### src/smbsl_pkg.sv
// Shared constants and types of the SMBus slave port.
package smbsl_pkg;

    // Slave addresses: 7'b0101110, 7'b0101100, 7'b0101101, 7'b0001100.
    localparam logic [6:0] SMBSL_ADDR_FIXED = 7'h2E;
    localparam logic [6:0] SMBSL_ADDR_SEL_0 = 7'h2C;
    localparam logic [6:0] SMBSL_ADDR_SEL_1 = 7'h2D;
    localparam logic [6:0] SMBSL_ADDR_ARA   = 7'h0C;

    localparam logic       SMBSL_DIR_READ   = 1'h1;
    localparam logic [3:0] SMBSL_BYTE_BITS  = 4'h8;
    localparam logic [1:0] SMBSL_PTR_BYTE   = 2'h0;
    localparam logic [1:0] SMBSL_DATA_BYTE  = 2'h1;
    localparam logic [1:0] SMBSL_MAX_BYTES  = 2'h2;
    localparam logic       SMBSL_SDA_LOW    = 1'h0;

    // Bus idle timeout: least time in microseconds, clock in MHz.
    localparam int SMBSL_TOUT_MIN_US = 15000;
    localparam int SMBSL_CLK_MHZ     = 250;
    localparam int SMBSL_TOUT_CYC    = SMBSL_TOUT_MIN_US * SMBSL_CLK_MHZ;
    localparam int SMBSL_TOUT_W      = 23;

    localparam int SMBSL_STATUS_W    = 8;

    typedef enum logic [2:0] {
        SMBSL_IDLE,
        SMBSL_ADDR,
        SMBSL_ADDR_ACK,
        SMBSL_WR_BYTE,
        SMBSL_WR_ACK,
        SMBSL_RD_BYTE,
        SMBSL_RD_ACK
    } smbsl_state_t;

endpackage

### src/smbsl_sync.sv
`timescale 1ns/10ps
`default_nettype none

// Two-flop synchroniser for a group of asynchronous inputs.
module smbsl_sync #(
    parameter int WIDTH = 1
) (
    // Clock, reset and enable.
    input  wire logic             core_clk_i,
    input  wire logic             nrst_i,
    input  wire logic             ce_i,
    // Data.
    input  wire logic [WIDTH-1:0] async_i,
    output logic      [WIDTH-1:0] sync_o
);

    logic [WIDTH-1:0] meta_q;
    logic [WIDTH-1:0] sync_q;

    always_ff @(posedge core_clk_i or negedge nrst_i) begin
        if (!nrst_i) begin
            meta_q <= '0;
            sync_q <= '0;
        end else if (ce_i) begin
            meta_q <= async_i;
            sync_q <= meta_q;
        end
    end

    assign sync_o = sync_q;

endmodule // smbsl_sync

`default_nettype wire

### src/smbsl_slave.sv
// What this block does
// - Strap-enable high at the first start after reset gives fixed address 0101110.
// - Strap-enable low: select strap picks address 0101100 or 0101101.
// - Address is latched at the first start condition after reset, whether or not it matches; later strap changes ignored.
// - After address assignment the strap pins return to PWM and tach duty.
// - Start is SDA falling while SCL high; device then receives a byte.
// - After start, eight bits shift in: address MSB first, then direction.
// - On address match, SDA is held low from before the ninth clock through it.
// - Direction 0 means master writes; direction 1 means master reads.
// - On mismatch the device stays idle with SDA released until next start.
// - Each byte is nine clocks: eight data bits and one acknowledge.
// - SDA changes only with SCL low; SDA rising with SCL high is stop.
// - Direction is fixed by the first byte until a new start.
// - Writes take one or two bytes; a read returns exactly one byte.
// - First written byte always goes into the address pointer.
// - Second written byte goes into the register the pointer selects.
// - A read returns the pointed register; the pointer keeps its value.
// - In alert mode the shared PWM pin goes low on any unmasked status bit.
// - Masks gate only the alert pin; status bits still set.
// - While alert is low, a read of 0001100 returns the own address.
// - With timeout enabled, TOUT_CYC clocks (15 ms by default) without activity outside idle releases the bus.
`timescale 1ns/10ps
`default_nettype none

module smbsl_slave
    import smbsl_pkg::*;
#(
    parameter int TOUT_CYC = smbsl_pkg::SMBSL_TOUT_CYC,
    parameter int STATUS_W = smbsl_pkg::SMBSL_STATUS_W
) (
    // Clock, reset and enable.
    input  wire logic                core_clk_i,
    input  wire logic                nrst_i,
    input  wire logic                ce_i,
    // SMBus pins; SDA is open drain.
    input  wire logic                scl_i,
    input  wire logic                sda_i,
    output logic                     sda_o,
    output logic                     sda_oe_o,
    // Fan 3 PWM pin, also the address-strap enable.
    input  wire logic                fan3_pwm_pin_i,
    input  wire logic                fan3_pwm_out_i,
    output logic                     fan3_pwm_pin_oe_o,
    // Fan 4 tach pin, also the address-select strap.
    input  wire logic                fan4_tach_in_i,
    output logic                     fan4_tach_o,
    // Fan 2 PWM pin, or alert output.
    input  wire logic                fan2_pwm_out_i,
    input  wire logic                alert_mode_i,
    output logic                     fan2_pwm_pin_oe_o,
    // Limit status events, clears and masks.
    input  wire logic [STATUS_W-1:0] limit_evt_i,
    input  wire logic [STATUS_W-1:0] status_clr_i,
    input  wire logic [STATUS_W-1:0] alert_mask_i,
    output logic      [STATUS_W-1:0] status_o,
    output logic                     alert_o,
    // Configuration.
    input  wire logic                bus_timeout_disable_i,
    // Internal register access.
    output logic      [7:0]          reg_ptr_o,
    output logic                     reg_wr_o,
    output logic      [7:0]          reg_wdata_o,
    input  wire logic [7:0]          reg_rdata_i,
    // Address status.
    output logic      [6:0]          slave_addr_o,
    output logic                     addr_valid_o
);

    import smbsl_pkg::*;

    typedef struct packed {
        smbsl_state_t              st;
        logic                      scl_p;
        logic                      sda_p;
        logic [3:0]                bits;
        logic [7:0]                sh;
        logic [7:0]                tx;
        logic [1:0]                nbytes;
        logic [7:0]                ptr;
        logic                      wr;
        logic [7:0]                wdata;
        logic [6:0]                addr;
        logic                      assigned;
        logic                      sda_oe;
        logic                      sda_out;
        logic [SMBSL_TOUT_W-1:0]   tout;
        logic [STATUS_W-1:0]       status;
        logic                      alert;
        logic                      fan3_pwm_out_oe;
        logic                      fan2_pwm_out_oe;
        logic                      tach;
    } smbsl_regs_t;

    localparam logic [SMBSL_TOUT_W-1:0] TOUT_LAST = SMBSL_TOUT_W'(TOUT_CYC - 1);

    logic [4:0]  sync_in;
    logic        scl_s;
    logic        sda_s;
    logic        strap_en_s;
    logic        strap_sel_s;
    logic        tach_s;
    smbsl_regs_t q;
    smbsl_regs_t d;

    smbsl_sync #(
        .WIDTH (5)
    ) u_sync (
        .core_clk_i (core_clk_i),
        .nrst_i     (nrst_i),
        .ce_i       (ce_i),
        .async_i    ({scl_i, sda_i, fan3_pwm_pin_i, fan4_tach_in_i, fan4_tach_in_i}),
        .sync_o     (sync_in)
    );

    assign scl_s       = sync_in[4];
    assign sda_s       = sync_in[3];
    assign strap_en_s  = sync_in[2];
    assign strap_sel_s = sync_in[1];
    assign tach_s      = sync_in[0];

    always_comb begin
        logic       start;
        logic       stop;
        logic       rise;
        logic       fall;
        logic [6:0] own;
        logic       hit;
        logic       ara_hit;
        start   = 1'b0;
        stop    = 1'b0;
        rise    = 1'b0;
        fall    = 1'b0;
        own     = q.addr;
        hit     = 1'b0;
        ara_hit = 1'b0;
        d       = q;
        d.wr    = 1'b0;
        d.scl_p = scl_s;
        d.sda_p = sda_s;

        start = q.scl_p && scl_s && q.sda_p && !sda_s;
        stop  = q.scl_p && scl_s && !q.sda_p && sda_s;
        rise  = !q.scl_p && scl_s;
        fall  = q.scl_p && !scl_s;

        // The strap is caught once, at the first start seen after reset.
        if (!q.assigned) begin
            if (strap_en_s) begin
                own = SMBSL_ADDR_FIXED;
            end else if (strap_sel_s) begin
                own = SMBSL_ADDR_SEL_1;
            end else begin
                own = SMBSL_ADDR_SEL_0;
            end
        end
        if (start && !q.assigned) begin
            d.addr     = own;
            d.assigned = 1'b1;
        end

        case (q.st)
            SMBSL_IDLE: begin
                d.sda_oe = 1'b0;
            end
            SMBSL_ADDR: begin
                if (rise) begin
                    d.sh   = {q.sh[6:0], sda_s};
                    d.bits = q.bits + 4'h1;
                end else if (fall && q.bits == SMBSL_BYTE_BITS) begin
                    hit     = q.sh[7:1] == own;
                    ara_hit = q.sh[7:1] == SMBSL_ADDR_ARA && q.alert && alert_mode_i
                              && q.sh[0] == SMBSL_DIR_READ;
                    if (hit || ara_hit) begin
                        d.sda_oe = 1'b1;
                        d.st     = SMBSL_ADDR_ACK;
                        d.tx     = ara_hit ? {own, 1'b0} : reg_rdata_i;
                    end else begin
                        d.st = SMBSL_IDLE;
                    end
                end
            end
            SMBSL_ADDR_ACK: begin
                if (fall) begin
                    d.bits   = '0;
                    d.nbytes = SMBSL_PTR_BYTE;
                    if (q.sh[0] == SMBSL_DIR_READ) begin
                        d.st     = SMBSL_RD_BYTE;
                        d.sda_oe = !q.tx[7];
                        d.tx     = {q.tx[6:0], 1'b1};
                    end else begin
                        d.st     = SMBSL_WR_BYTE;
                        d.sda_oe = 1'b0;
                    end
                end
            end
            SMBSL_WR_BYTE: begin
                if (rise) begin
                    d.sh   = {q.sh[6:0], sda_s};
                    d.bits = q.bits + 4'h1;
                end else if (fall && q.bits == SMBSL_BYTE_BITS) begin
                    if (q.nbytes == SMBSL_PTR_BYTE) begin
                        d.ptr    = q.sh;
                        d.sda_oe = 1'b1;
                        d.st     = SMBSL_WR_ACK;
                    end else if (q.nbytes == SMBSL_DATA_BYTE) begin
                        d.wr     = 1'b1;
                        d.wdata  = q.sh;
                        d.sda_oe = 1'b1;
                        d.st     = SMBSL_WR_ACK;
                    end else begin
                        d.st = SMBSL_IDLE;
                    end
                end
            end
            SMBSL_WR_ACK: begin
                if (fall) begin
                    d.sda_oe = 1'b0;
                    d.bits   = '0;
                    d.nbytes = (q.nbytes == SMBSL_MAX_BYTES) ? q.nbytes : q.nbytes + 2'h1;
                    d.st     = SMBSL_WR_BYTE;
                end
            end
            SMBSL_RD_BYTE: begin
                if (rise) begin
                    d.bits = q.bits + 4'h1;
                end else if (fall) begin
                    if (q.bits == SMBSL_BYTE_BITS) begin
                        d.sda_oe = 1'b0;
                        d.st     = SMBSL_RD_ACK;
                    end else begin
                        d.sda_oe = !q.tx[7];
                        d.tx     = {q.tx[6:0], 1'b1};
                    end
                end
            end
            SMBSL_RD_ACK: begin
                // Exactly one byte per read, so either answer ends the transfer.
                if (rise) begin
                    d.st = SMBSL_IDLE;
                end
                d.sda_oe = 1'b0;
            end
            default: begin
                d.st     = SMBSL_IDLE;
                d.sda_oe = 1'b0;
            end
        endcase

        // Start and stop override any byte phase.
        if (start) begin
            d.st     = SMBSL_ADDR;
            d.bits   = '0;
            d.sda_oe = 1'b0;
        end else if (stop) begin
            d.st     = SMBSL_IDLE;
            d.sda_oe = 1'b0;
        end

        // Idle-bus watchdog; any line change restarts it.
        if (q.st == SMBSL_IDLE || bus_timeout_disable_i || rise || fall
            || q.sda_p != sda_s) begin
            d.tout = '0;
        end else if (q.tout == TOUT_LAST) begin
            d.tout   = '0;
            d.st     = SMBSL_IDLE;
            d.sda_oe = 1'b0;
        end else begin
            d.tout = q.tout + 1'b1;
        end

        // Sticky status: a new event wins over a clear in the same cycle.
        d.status  = (q.status & ~status_clr_i) | limit_evt_i;
        d.alert   = |(d.status & ~alert_mask_i);
        d.fan2_pwm_out_oe = alert_mode_i ? d.alert : !fan2_pwm_out_i;
        d.fan3_pwm_out_oe = d.assigned && !fan3_pwm_out_i;
        d.tach    = d.assigned && tach_s;
        d.sda_out = SMBSL_SDA_LOW;
    end

    always_ff @(posedge core_clk_i or negedge nrst_i) begin
        if (!nrst_i) begin
            q <= '0;
        end else if (ce_i) begin
            q <= d;
        end
    end

    assign sda_o             = q.sda_out;
    assign sda_oe_o          = q.sda_oe;
    assign fan3_pwm_pin_oe_o = q.fan3_pwm_out_oe;
    assign fan4_tach_o       = q.tach;
    assign fan2_pwm_pin_oe_o = q.fan2_pwm_out_oe;
    assign status_o          = q.status;
    assign alert_o           = q.alert;
    assign reg_ptr_o         = q.ptr;
    assign reg_wr_o          = q.wr;
    assign reg_wdata_o       = q.wdata;
    assign slave_addr_o      = q.addr;
    assign addr_valid_o      = q.assigned;

endmodule // smbsl_slave

`default_nettype wire

### config.mk
export PLATFORM = sky130hd
export DESIGN_NAME = smbsl_slave
export DESIGN_NICKNAME = d
export VERILOG_FILES = /design/src/smbsl_pkg.sv /design/src/smbsl_sync.sv /design/src/smbsl_slave.sv
export SDC_FILE = /design/constraint.sdc
export NUM_CORES = 1
export LEC_CHECK = 0
export ABC_AREA = 1
export ABC_CLOCK_PERIOD_IN_PS = 2200
export BUFFER_PORTS_ARGS = -buffer_cell sky130_fd_sc_hd__buf_2
export CORE_MARGIN = 2
export CORE_UTILIZATION = 35
export CTS_BUF_LIST = sky130_fd_sc_hd__clkbuf_2
export DETAILED_ROUTE_END_ITERATION = 8
export GPL_TIMING_DRIVEN = 0
export HOLD_SLACK_MARGIN = 0.05
export PLACE_DENSITY = 0.64
export SKIP_CTS_REPAIR_TIMING = 1
export SLEW_MARGIN = 10
export SYNTH_ARGS = -nofsm -noshare
export SYNTH_HDL_FRONTEND = slang
export SYNTH_SLANG_ARGS = --single-unit
### constraint.sdc
create_clock -name core_clk_i -period 2.2 [get_ports core_clk_i]
set_input_delay 0.33 -clock core_clk_i [delete_from_list [all_inputs] [get_ports core_clk_i]]
set_output_delay 0.33 -clock core_clk_i [all_outputs]
set_load 0.02 [all_outputs]
==> results of run 1 <==
how the worst max path moves through the flow:
stage | start | end | slack [ns] | cells after the start
2_1_floorplan | q[80] | q[64] | 0.35 | 9
3_3_place_gp | nrst_i | q[29] | -0.24 | 1
3_5_place_dp | q[80] | q[65] | -0.02 | 9
4_1_cts | q[80] | q[71] | -0.06 | 9
5_1_grt | q[77] | q[66] | -0.02 | 10
6_report | q[80] | reg_wdata_o[5] | 0.15 | 10
power by group through the flow:
stage / clock network (mW) / logic, mW / registers, mW
after floorplan: 0 / 0.391 / 1.96
after global placement: 0 / 0.590 / 1.97
after detailed placement: 0 / 0.600 / 1.97
after CTS: 1.07 / 0.603 / 1.94
after global routing: 1.14 / 0.736 / 1.95
final: 1.03 / 0.648 / 1.94
cells by family (layout without fill, tap and decap cells):
| family | Yosys count | in the layout |
|---|---|---|
| AOI/OAI and AO/OA | 81 | 81 |
| DFF | 96 | 96 |
| other | 1 | 1 |
| xor gates and xnor gates | 14 | 14 |
| and+or+nand+nor | 380 | 380 |
| adders and majority gates | 6 | 6 |
| buffers and inverters | 129 | 247 |
cell type report:
| cell class | instances | area share [%] |
|---|---|---|
| clock buffers | 9 | 0.701 |
| plain buffers | 46 | 4.73 |
| repair buffers | 103 | 10.2 |
| inverters | 82 | 5.02 |
| flip-flops and latches | 96 | 37.4 |
| clock inverters | 7 | 1.60 |
| well taps | 188 | 3.66 |
| multi-input cells | 482 | 36.7 |
layer usage:
metal | track usage [%] | wire [um]
met5 | 0 | 0
met4 | 3.43 | 184
met3 | 3.17 | 465
met2 | 26.1 | 6050
met1 | 21.7 | 6030
through the flow:
| step | total power, mW | cell area [um^2] | cells | TNS [ns] |
|---|---|---|---|---|
| detailed placement | 2.57 | 6040 | 975 | -0.106 |
| global route | 3.83 | 6430 | 1013 | -0.0180 |
| finish | 3.61 | 6430 | 1013 | 0 |
| floorplan | 2.35 | 5380 | 707 | 0 |
| CTS | 3.61 | 6190 | 991 | -0.358 |
| global placement | 2.56 | 6010 | 974 | -22.51 |
sequential cells by signal, summed over array words and instances (netlist names), 4 cells and up:
register	cells
u_sync.sync_o	4
slave_addr_o	7
reg_ptr_o	8
q	50
u_sync.meta_q	4
reg_wdata_o	8
status_o	8
cells in the final DEF (no fill, tap or decap), types with 3 or more instances in the layout:
cell | netlist | routed
a21oi_1 | 12 | 12
buf_2 | 4 | 81
buf_4 | 32 | 36
clkbuf_1 | 9 | 9
clkbuf_2 | 0 | 9
dfrtp_1 | 96 | 96
dlygate4sd3_1 | 0 | 19
ha_1 | 6 | 6
inv_1 | 71 | 71
inv_2 | 9 | 9
nand2_1 | 218 | 217
nand2_2 | 5 | 6
nand3_1 | 50 | 50
nand3b_1 | 4 | 4
nand4_1 | 10 | 10
nor2_1 | 59 | 59
nor2_2 | 4 | 4
nor3_1 | 15 | 14
o21ai_0 | 46 | 46
o21ai_2 | 9 | 9
o21bai_1 | 6 | 6
xnor2_1 | 3 | 3
xor2_1 | 11 | 11
worst min-delay path, cell delays in order:
cell	delay, ns
buf_2	0.07
o21bai_1	0.11
nand2_1	0.05
o21ai_0	0.06
==> flow_summary.toml, run 1 <==
[clock_network]
cts.path.max_buffers = 2
htreeDepth = 3
clkLatencyLatePin_ns = 0.58
path_clk_slew_ns = 0.28
clock-sinks = 96
cts_buffers = 9
cts_tree = "yes"
cts.root.buffer_cell = "clkbuf_2"

[logic_synthesis]
avgSynthCellArea_um2 = 7.61
synth_async_sr_flop_share_pct = 100
yosys-top-cells-count = "nand2_1 (218), dfrtp_1 (96), inv_1 (71), nor2_1 (59), nand3_1 (50)"
synth-seq-cells = 96
yosysMostFrequentCell = "nand2_1"
yosysUniqueCellTypes = 45
synth_seq_area_share_pct = 44.7
synth_top_family_by_area = "simple AND/OR/NAND/NOR gates"
synth-adder-area-share_pct = 1.40
synth_top_area_share_pct = 44.7
ys_top_cells_by_area = "dfrtp_1 (45%), nand2_1 (15%), inv_1 (5.0%)"
yosysWarningCount = 0
synthesis.area_mm2 = 0.00538
synth_edf_count = 0
syn-num-nets = 756
synth.mux.area_fraction_pct = 0
ys.flop_type = "dfrtp_1"
netlist_instances = 707
synth_compound_area_share_pct = 8.77
synth-xor-area-share_pct = 2.28
yosysTopAreaCell = "dfrtp_1"
synthSimpleGateAreaFrac_pct = 31.1

[timing]
final-max-slew-violation-count = 0
clock.fmax_mhz = 488
fin_crit_sh_pct = 93.2
holdWs_ns = 0.0622
maxSlewHeadroom_pct = 60.1
finClkSkew_ns = 0.0298
fin_ws_ns = 0.149
rsz0062_at_grt = "true"
worst_slew_pin_slew_ns = 0.599
post-route-min-period_ns = 2.05
final-hold-violation-count = 0
setup_viol = 0

[floorplanning]
start_util_pct = 35.6
rows = 45
io_pins = 82
fp.coreArea_mm2 = 0.0151
die_area_mm2 = 0.0164
die_y_um = 128
die_w_um = 128

[hold_path]
whs_endpoint = "status_o[7]"
hp-class = "input pin to flop"
hold_depth = 4
hp-start = "limit_evt_i[7]"

[global_route]
antenna_found_initial = 0
grt_pass1_wl_um = 21000
grtUsageTotal_pct = 15.8
gr-total-overflow = 0
grt_max_degree = 53
grt_pass1_vias = 4336

[detailed_routing]
ant_nets = 0
finalWirelength_um = 12700
avgViaCountPerCell = 4.68
wl_per_cell_um = 12.6
drt-initial-drc-count = 266
drc = 0
vias = 4736
drtPass1Iterations = 4

[worst_setup_path]
reg2reg_depth = 10
rrSetupSlack_ns = 0.15
crit_family = "simple AND/OR/NAND/NOR gates"
cpMostUsedCell = "nand2_1"
critPathLaunchType = "flop"
cp_slowest_cell = "dfrtp_1"
required_ns = 2.73
rr_startpoint = "q[80]"
crit_path_max_incr_delay_ns = 0.44
arrival_ns = 2.58
crit_buf_inv = 3
critPathKind = "flop to flop"
cp_max_fo = 10
path_cells = "inv_1 -> ha_1 -> nand3_1 -> nor2_2 -> nand2_1 -> or3_1 -> buf_2 -> buf_6 -> nand2_1 -> o21ai_2"
cp-end-kind = "flop"
r2r_end = "reg_wdata_o[5]"

[placement]
io_buffers = 79
dp_slack_ns = -0.0182
globalplace.congestion = 0.861
hpwl_um = 9310

[final_layout]
diodes = 0
multi_input_area_mm2 = 0.00236
regArea_mm2 = 0.00240
fillers = 1578
nets = 869
layout-drive-gt1-share_pct = 21.6
final_util_pct = 42.6
syn_to_final_growth_pct = 19.5

[pwr]
leakage_nw = 3.33
power_density_mw_per_mm2 = 562
peakVddDrop_mv = 0.328
combinationalPowerShare_pct = 17.9
seqPwrFrac_pct = 53.6
swShare_pct = 31.1
p_int_mw = 2.49
p_sw_mw = 1.12
clock_power_share_pct = 28.5

[flow_run]
max_cap_viol_count = 0

[run_status]
status = "complete, no violations"
Note: power is estimated with default switching activity, not from simulation.
==> run 2, diff against run 1 <==
--- a/config.mk
+++ b/config.mk
@@ -8,13 +8,14 @@
 export ABC_AREA = 1
 export ABC_CLOCK_PERIOD_IN_PS = 2200
 export BUFFER_PORTS_ARGS = -buffer_cell sky130_fd_sc_hd__buf_2
+export CORE_ASPECT_RATIO = 1.25
 export CORE_MARGIN = 2
-export CORE_UTILIZATION = 35
+export CORE_UTILIZATION = 59
 export CTS_BUF_LIST = sky130_fd_sc_hd__clkbuf_2
 export DETAILED_ROUTE_END_ITERATION = 8
 export GPL_TIMING_DRIVEN = 0
 export HOLD_SLACK_MARGIN = 0.05
-export PLACE_DENSITY = 0.64
+export PLACE_DENSITY = 0.92
 export SKIP_CTS_REPAIR_TIMING = 1
 export SLEW_MARGIN = 10
 export SYNTH_ARGS = -nofsm -noshare
==> constraint.sdc (replaced) <==
create_clock -name core_clk_i -period 2.2 [get_ports core_clk_i]
set_input_delay 0.33 -clock core_clk_i [delete_from_list [all_inputs] [get_ports core_clk_i]]
set_output_delay 0.33 -clock core_clk_i [all_outputs]
set_load 0.05 [all_outputs]
==> run 2 against run 1 <==
Hold slack got worse by 0.047 ns. Critical path type unchanged. Clock skew increased by 0.0098 ns. Largest cell class unchanged. Non-clock buffer count decreased by 8. Setup slack got worse by 0.021 ns. Sequential share of layout area increased by 1.4 points. Register-to-register slack got worse by 0.02 ns. Sequential power about the same. Combinational power increased by 11%. Via count increased by 6.4%. Sequential cell count unchanged. Die area decreased by 40%. Critical endpoint is now fan2_pwm_pin_oe_o. First-iteration DRC count increased by 34%.
==> flow_summary.toml, run 2 (synthesis gave the netlist of run 1 again) <==
[clock_network]
cts.path.max_buffers = 2
cts_buffers = 9
clkLatencyLatePin_ns = 0.57
htreeDepth = 3
path_clk_slew_ns = 0.27
cts_tree = "yes"
clock-sinks = 96
cts.root.buffer_cell = "clkbuf_2"

[floorplanning]
die_w_um = 89.4
die_area_mm2 = 0.00990
die_y_um = 111
fp.coreArea_mm2 = 0.00880
io_pins = 82
rows = 38
start_util_pct = 61.2

[worst_setup_path]
reg2reg_depth = 7
arrival_ns = 2.54
cp_slowest_cell = "dlygate4sd3_1"
crit_family = "buffers and inverters"
rrSetupSlack_ns = 0.13
path_cells = "a21oi_1 -> o21ai_0 -> nor3_1 -> nand4_1 -> nand2_1 -> a21oi_1 -> dlygate4sd3_1"
cp-end-kind = "flop"
crit_buf_inv = 1
required_ns = 2.67
crit_path_max_incr_delay_ns = 0.57
critPathLaunchType = "flop"
rr_startpoint = "status_o[5]"
critPathKind = "flop to flop"
worstSetupStartpoint = "status_o[5]"
cpMostUsedCell = "a21oi_1"
cp_max_fo = 3
r2r_end = "fan2_pwm_pin_oe_o"

[placement]
placed_cells = 907
globalplace.congestion = 0.929
io_buffers = 79
hpwl_um = 10100

[detailed_routing]
drt-initial-drc-count = 356
wl_per_cell_um = 14.5
finalWirelength_um = 13600
drtPass1Iterations = 5
ant_nets = 0
vias = 5039
avgViaCountPerCell = 5.38
drc = 0

[run_status]
status = "complete, no violations"

[final_layout]
layout-drive-gt1-share_pct = 21.7
fillers = 708
final_util_pct = 70.5
diodes = 0
largest_register_ffs = 50
final_common_cell = "nand2_1"
regArea_mm2 = 0.00240
syn_to_final_growth_pct = 15.3
regMostFlops = "q"
layout_common_cells = "nand2_1 (218), dfrtp_1 (96), buf_2 (81), inv_1 (71), nor2_1 (59)"
nets = 861
multi_input_area_mm2 = 0.00237
fin_cells = 937

[timing]
final-max-slew-violation-count = 0
fin_crit_sh_pct = 94.2
maxSlewHeadroom_pct = 60.1
setup_tns_ns = 0
rsz0062_at_grt = "false"
post-route-min-period_ns = 2.07
worst_slew_pin_slew_ns = 0.599
final-hold-violation-count = 0
finClkSkew_ns = 0.0396
setup_viol = 0
clock.fmax_mhz = 483

[global_route]
gr-usage-met3_pct = 3.57
grt.met2_usage_pct = 48.7
grtUsageTotal_pct = 28.0
grt_pass1_vias = 4929
gr-total-overflow = 0
grt_pass1_wl_um = 21900
grt.busiest_layer = "met2"
grt_max_degree = 69
met1_usage_pct = 33.0
antenna_found_initial = 0

[hold_path]
whs_endpoint = "status_o[4]"
hp-start = "limit_evt_i[4]"
hold_depth = 3
hp-class = "input pin to flop"

[pwr]
leakage_nw = 3.27
power_density_mw_per_mm2 = 553
total_power_mw = 3.43
peakVddDrop_mv = 0.333

[flow_run]
max_cap_viol_count = 0
[run 2: changes by cell type in the layout (fill, tap and decap cells not counted), sizes merged]
cell	before	now
clkbuf	18	19
clkinv	3	4
buf	121	122
bufinv	2	0
dlygate4sd3	19	9
clkinvlp	1	2
[run 2: cell type report]
cell class / count / share of cell area, %
inverters: 82 / 5.25
clock buffers: 9 / 0.727
repair buffers: 94 / 8.92
multi-input cells: 482 / 38.2
flip-flops and latches: 96 / 38.7
well taps: 120 / 2.42
plain buffers: 47 / 5.03
clock inverters: 7 / 0.727
[run 2: worst min-delay path: stages]
cell	delay (ns)
buf_2	0.07
a21oi_1	0.04
o21ai_0	0.13
[run 2: per-stage QoR]
step                      setup WS [ns]  cell area, um^2  hold WS [ns]
after floorplan                   0.196             5380        0.0344
after global routing            0.00117             6200        0.0540
final                             0.129             6200        0.0147
after detailed placement         0.0214             5950         0.286
after global placement          -0.0808             5920         0.453
after CTS                       -0.0108             6040        -0.389
[run 2: worst max path at each step]
stage,cells after the start,endpoint
6_report,7,fan2_pwm_pin_oe_o
5_1_grt,10,q[64]
4_1_cts,9,q[64]
3_5_place_dp,9,q[65]
3_3_place_gp,1,q[26]
2_1_floorplan,12,q[64]
[run 2: report_power, final]
group          internal, mW  switching (mW)  total (mW)
Sequential             1.86          0.0821        1.94
Combinational         0.230           0.489       0.720
Clock                 0.147           0.617       0.764
[run 2: layer usage]
layer | share of wire [%] | vias up
met5 | 0 | -
met1 | 38 | 2341
met4 | 3.7 | 0
met2 | 53 | 229
li1 | - | 2420
met3 | 5.5 | 49
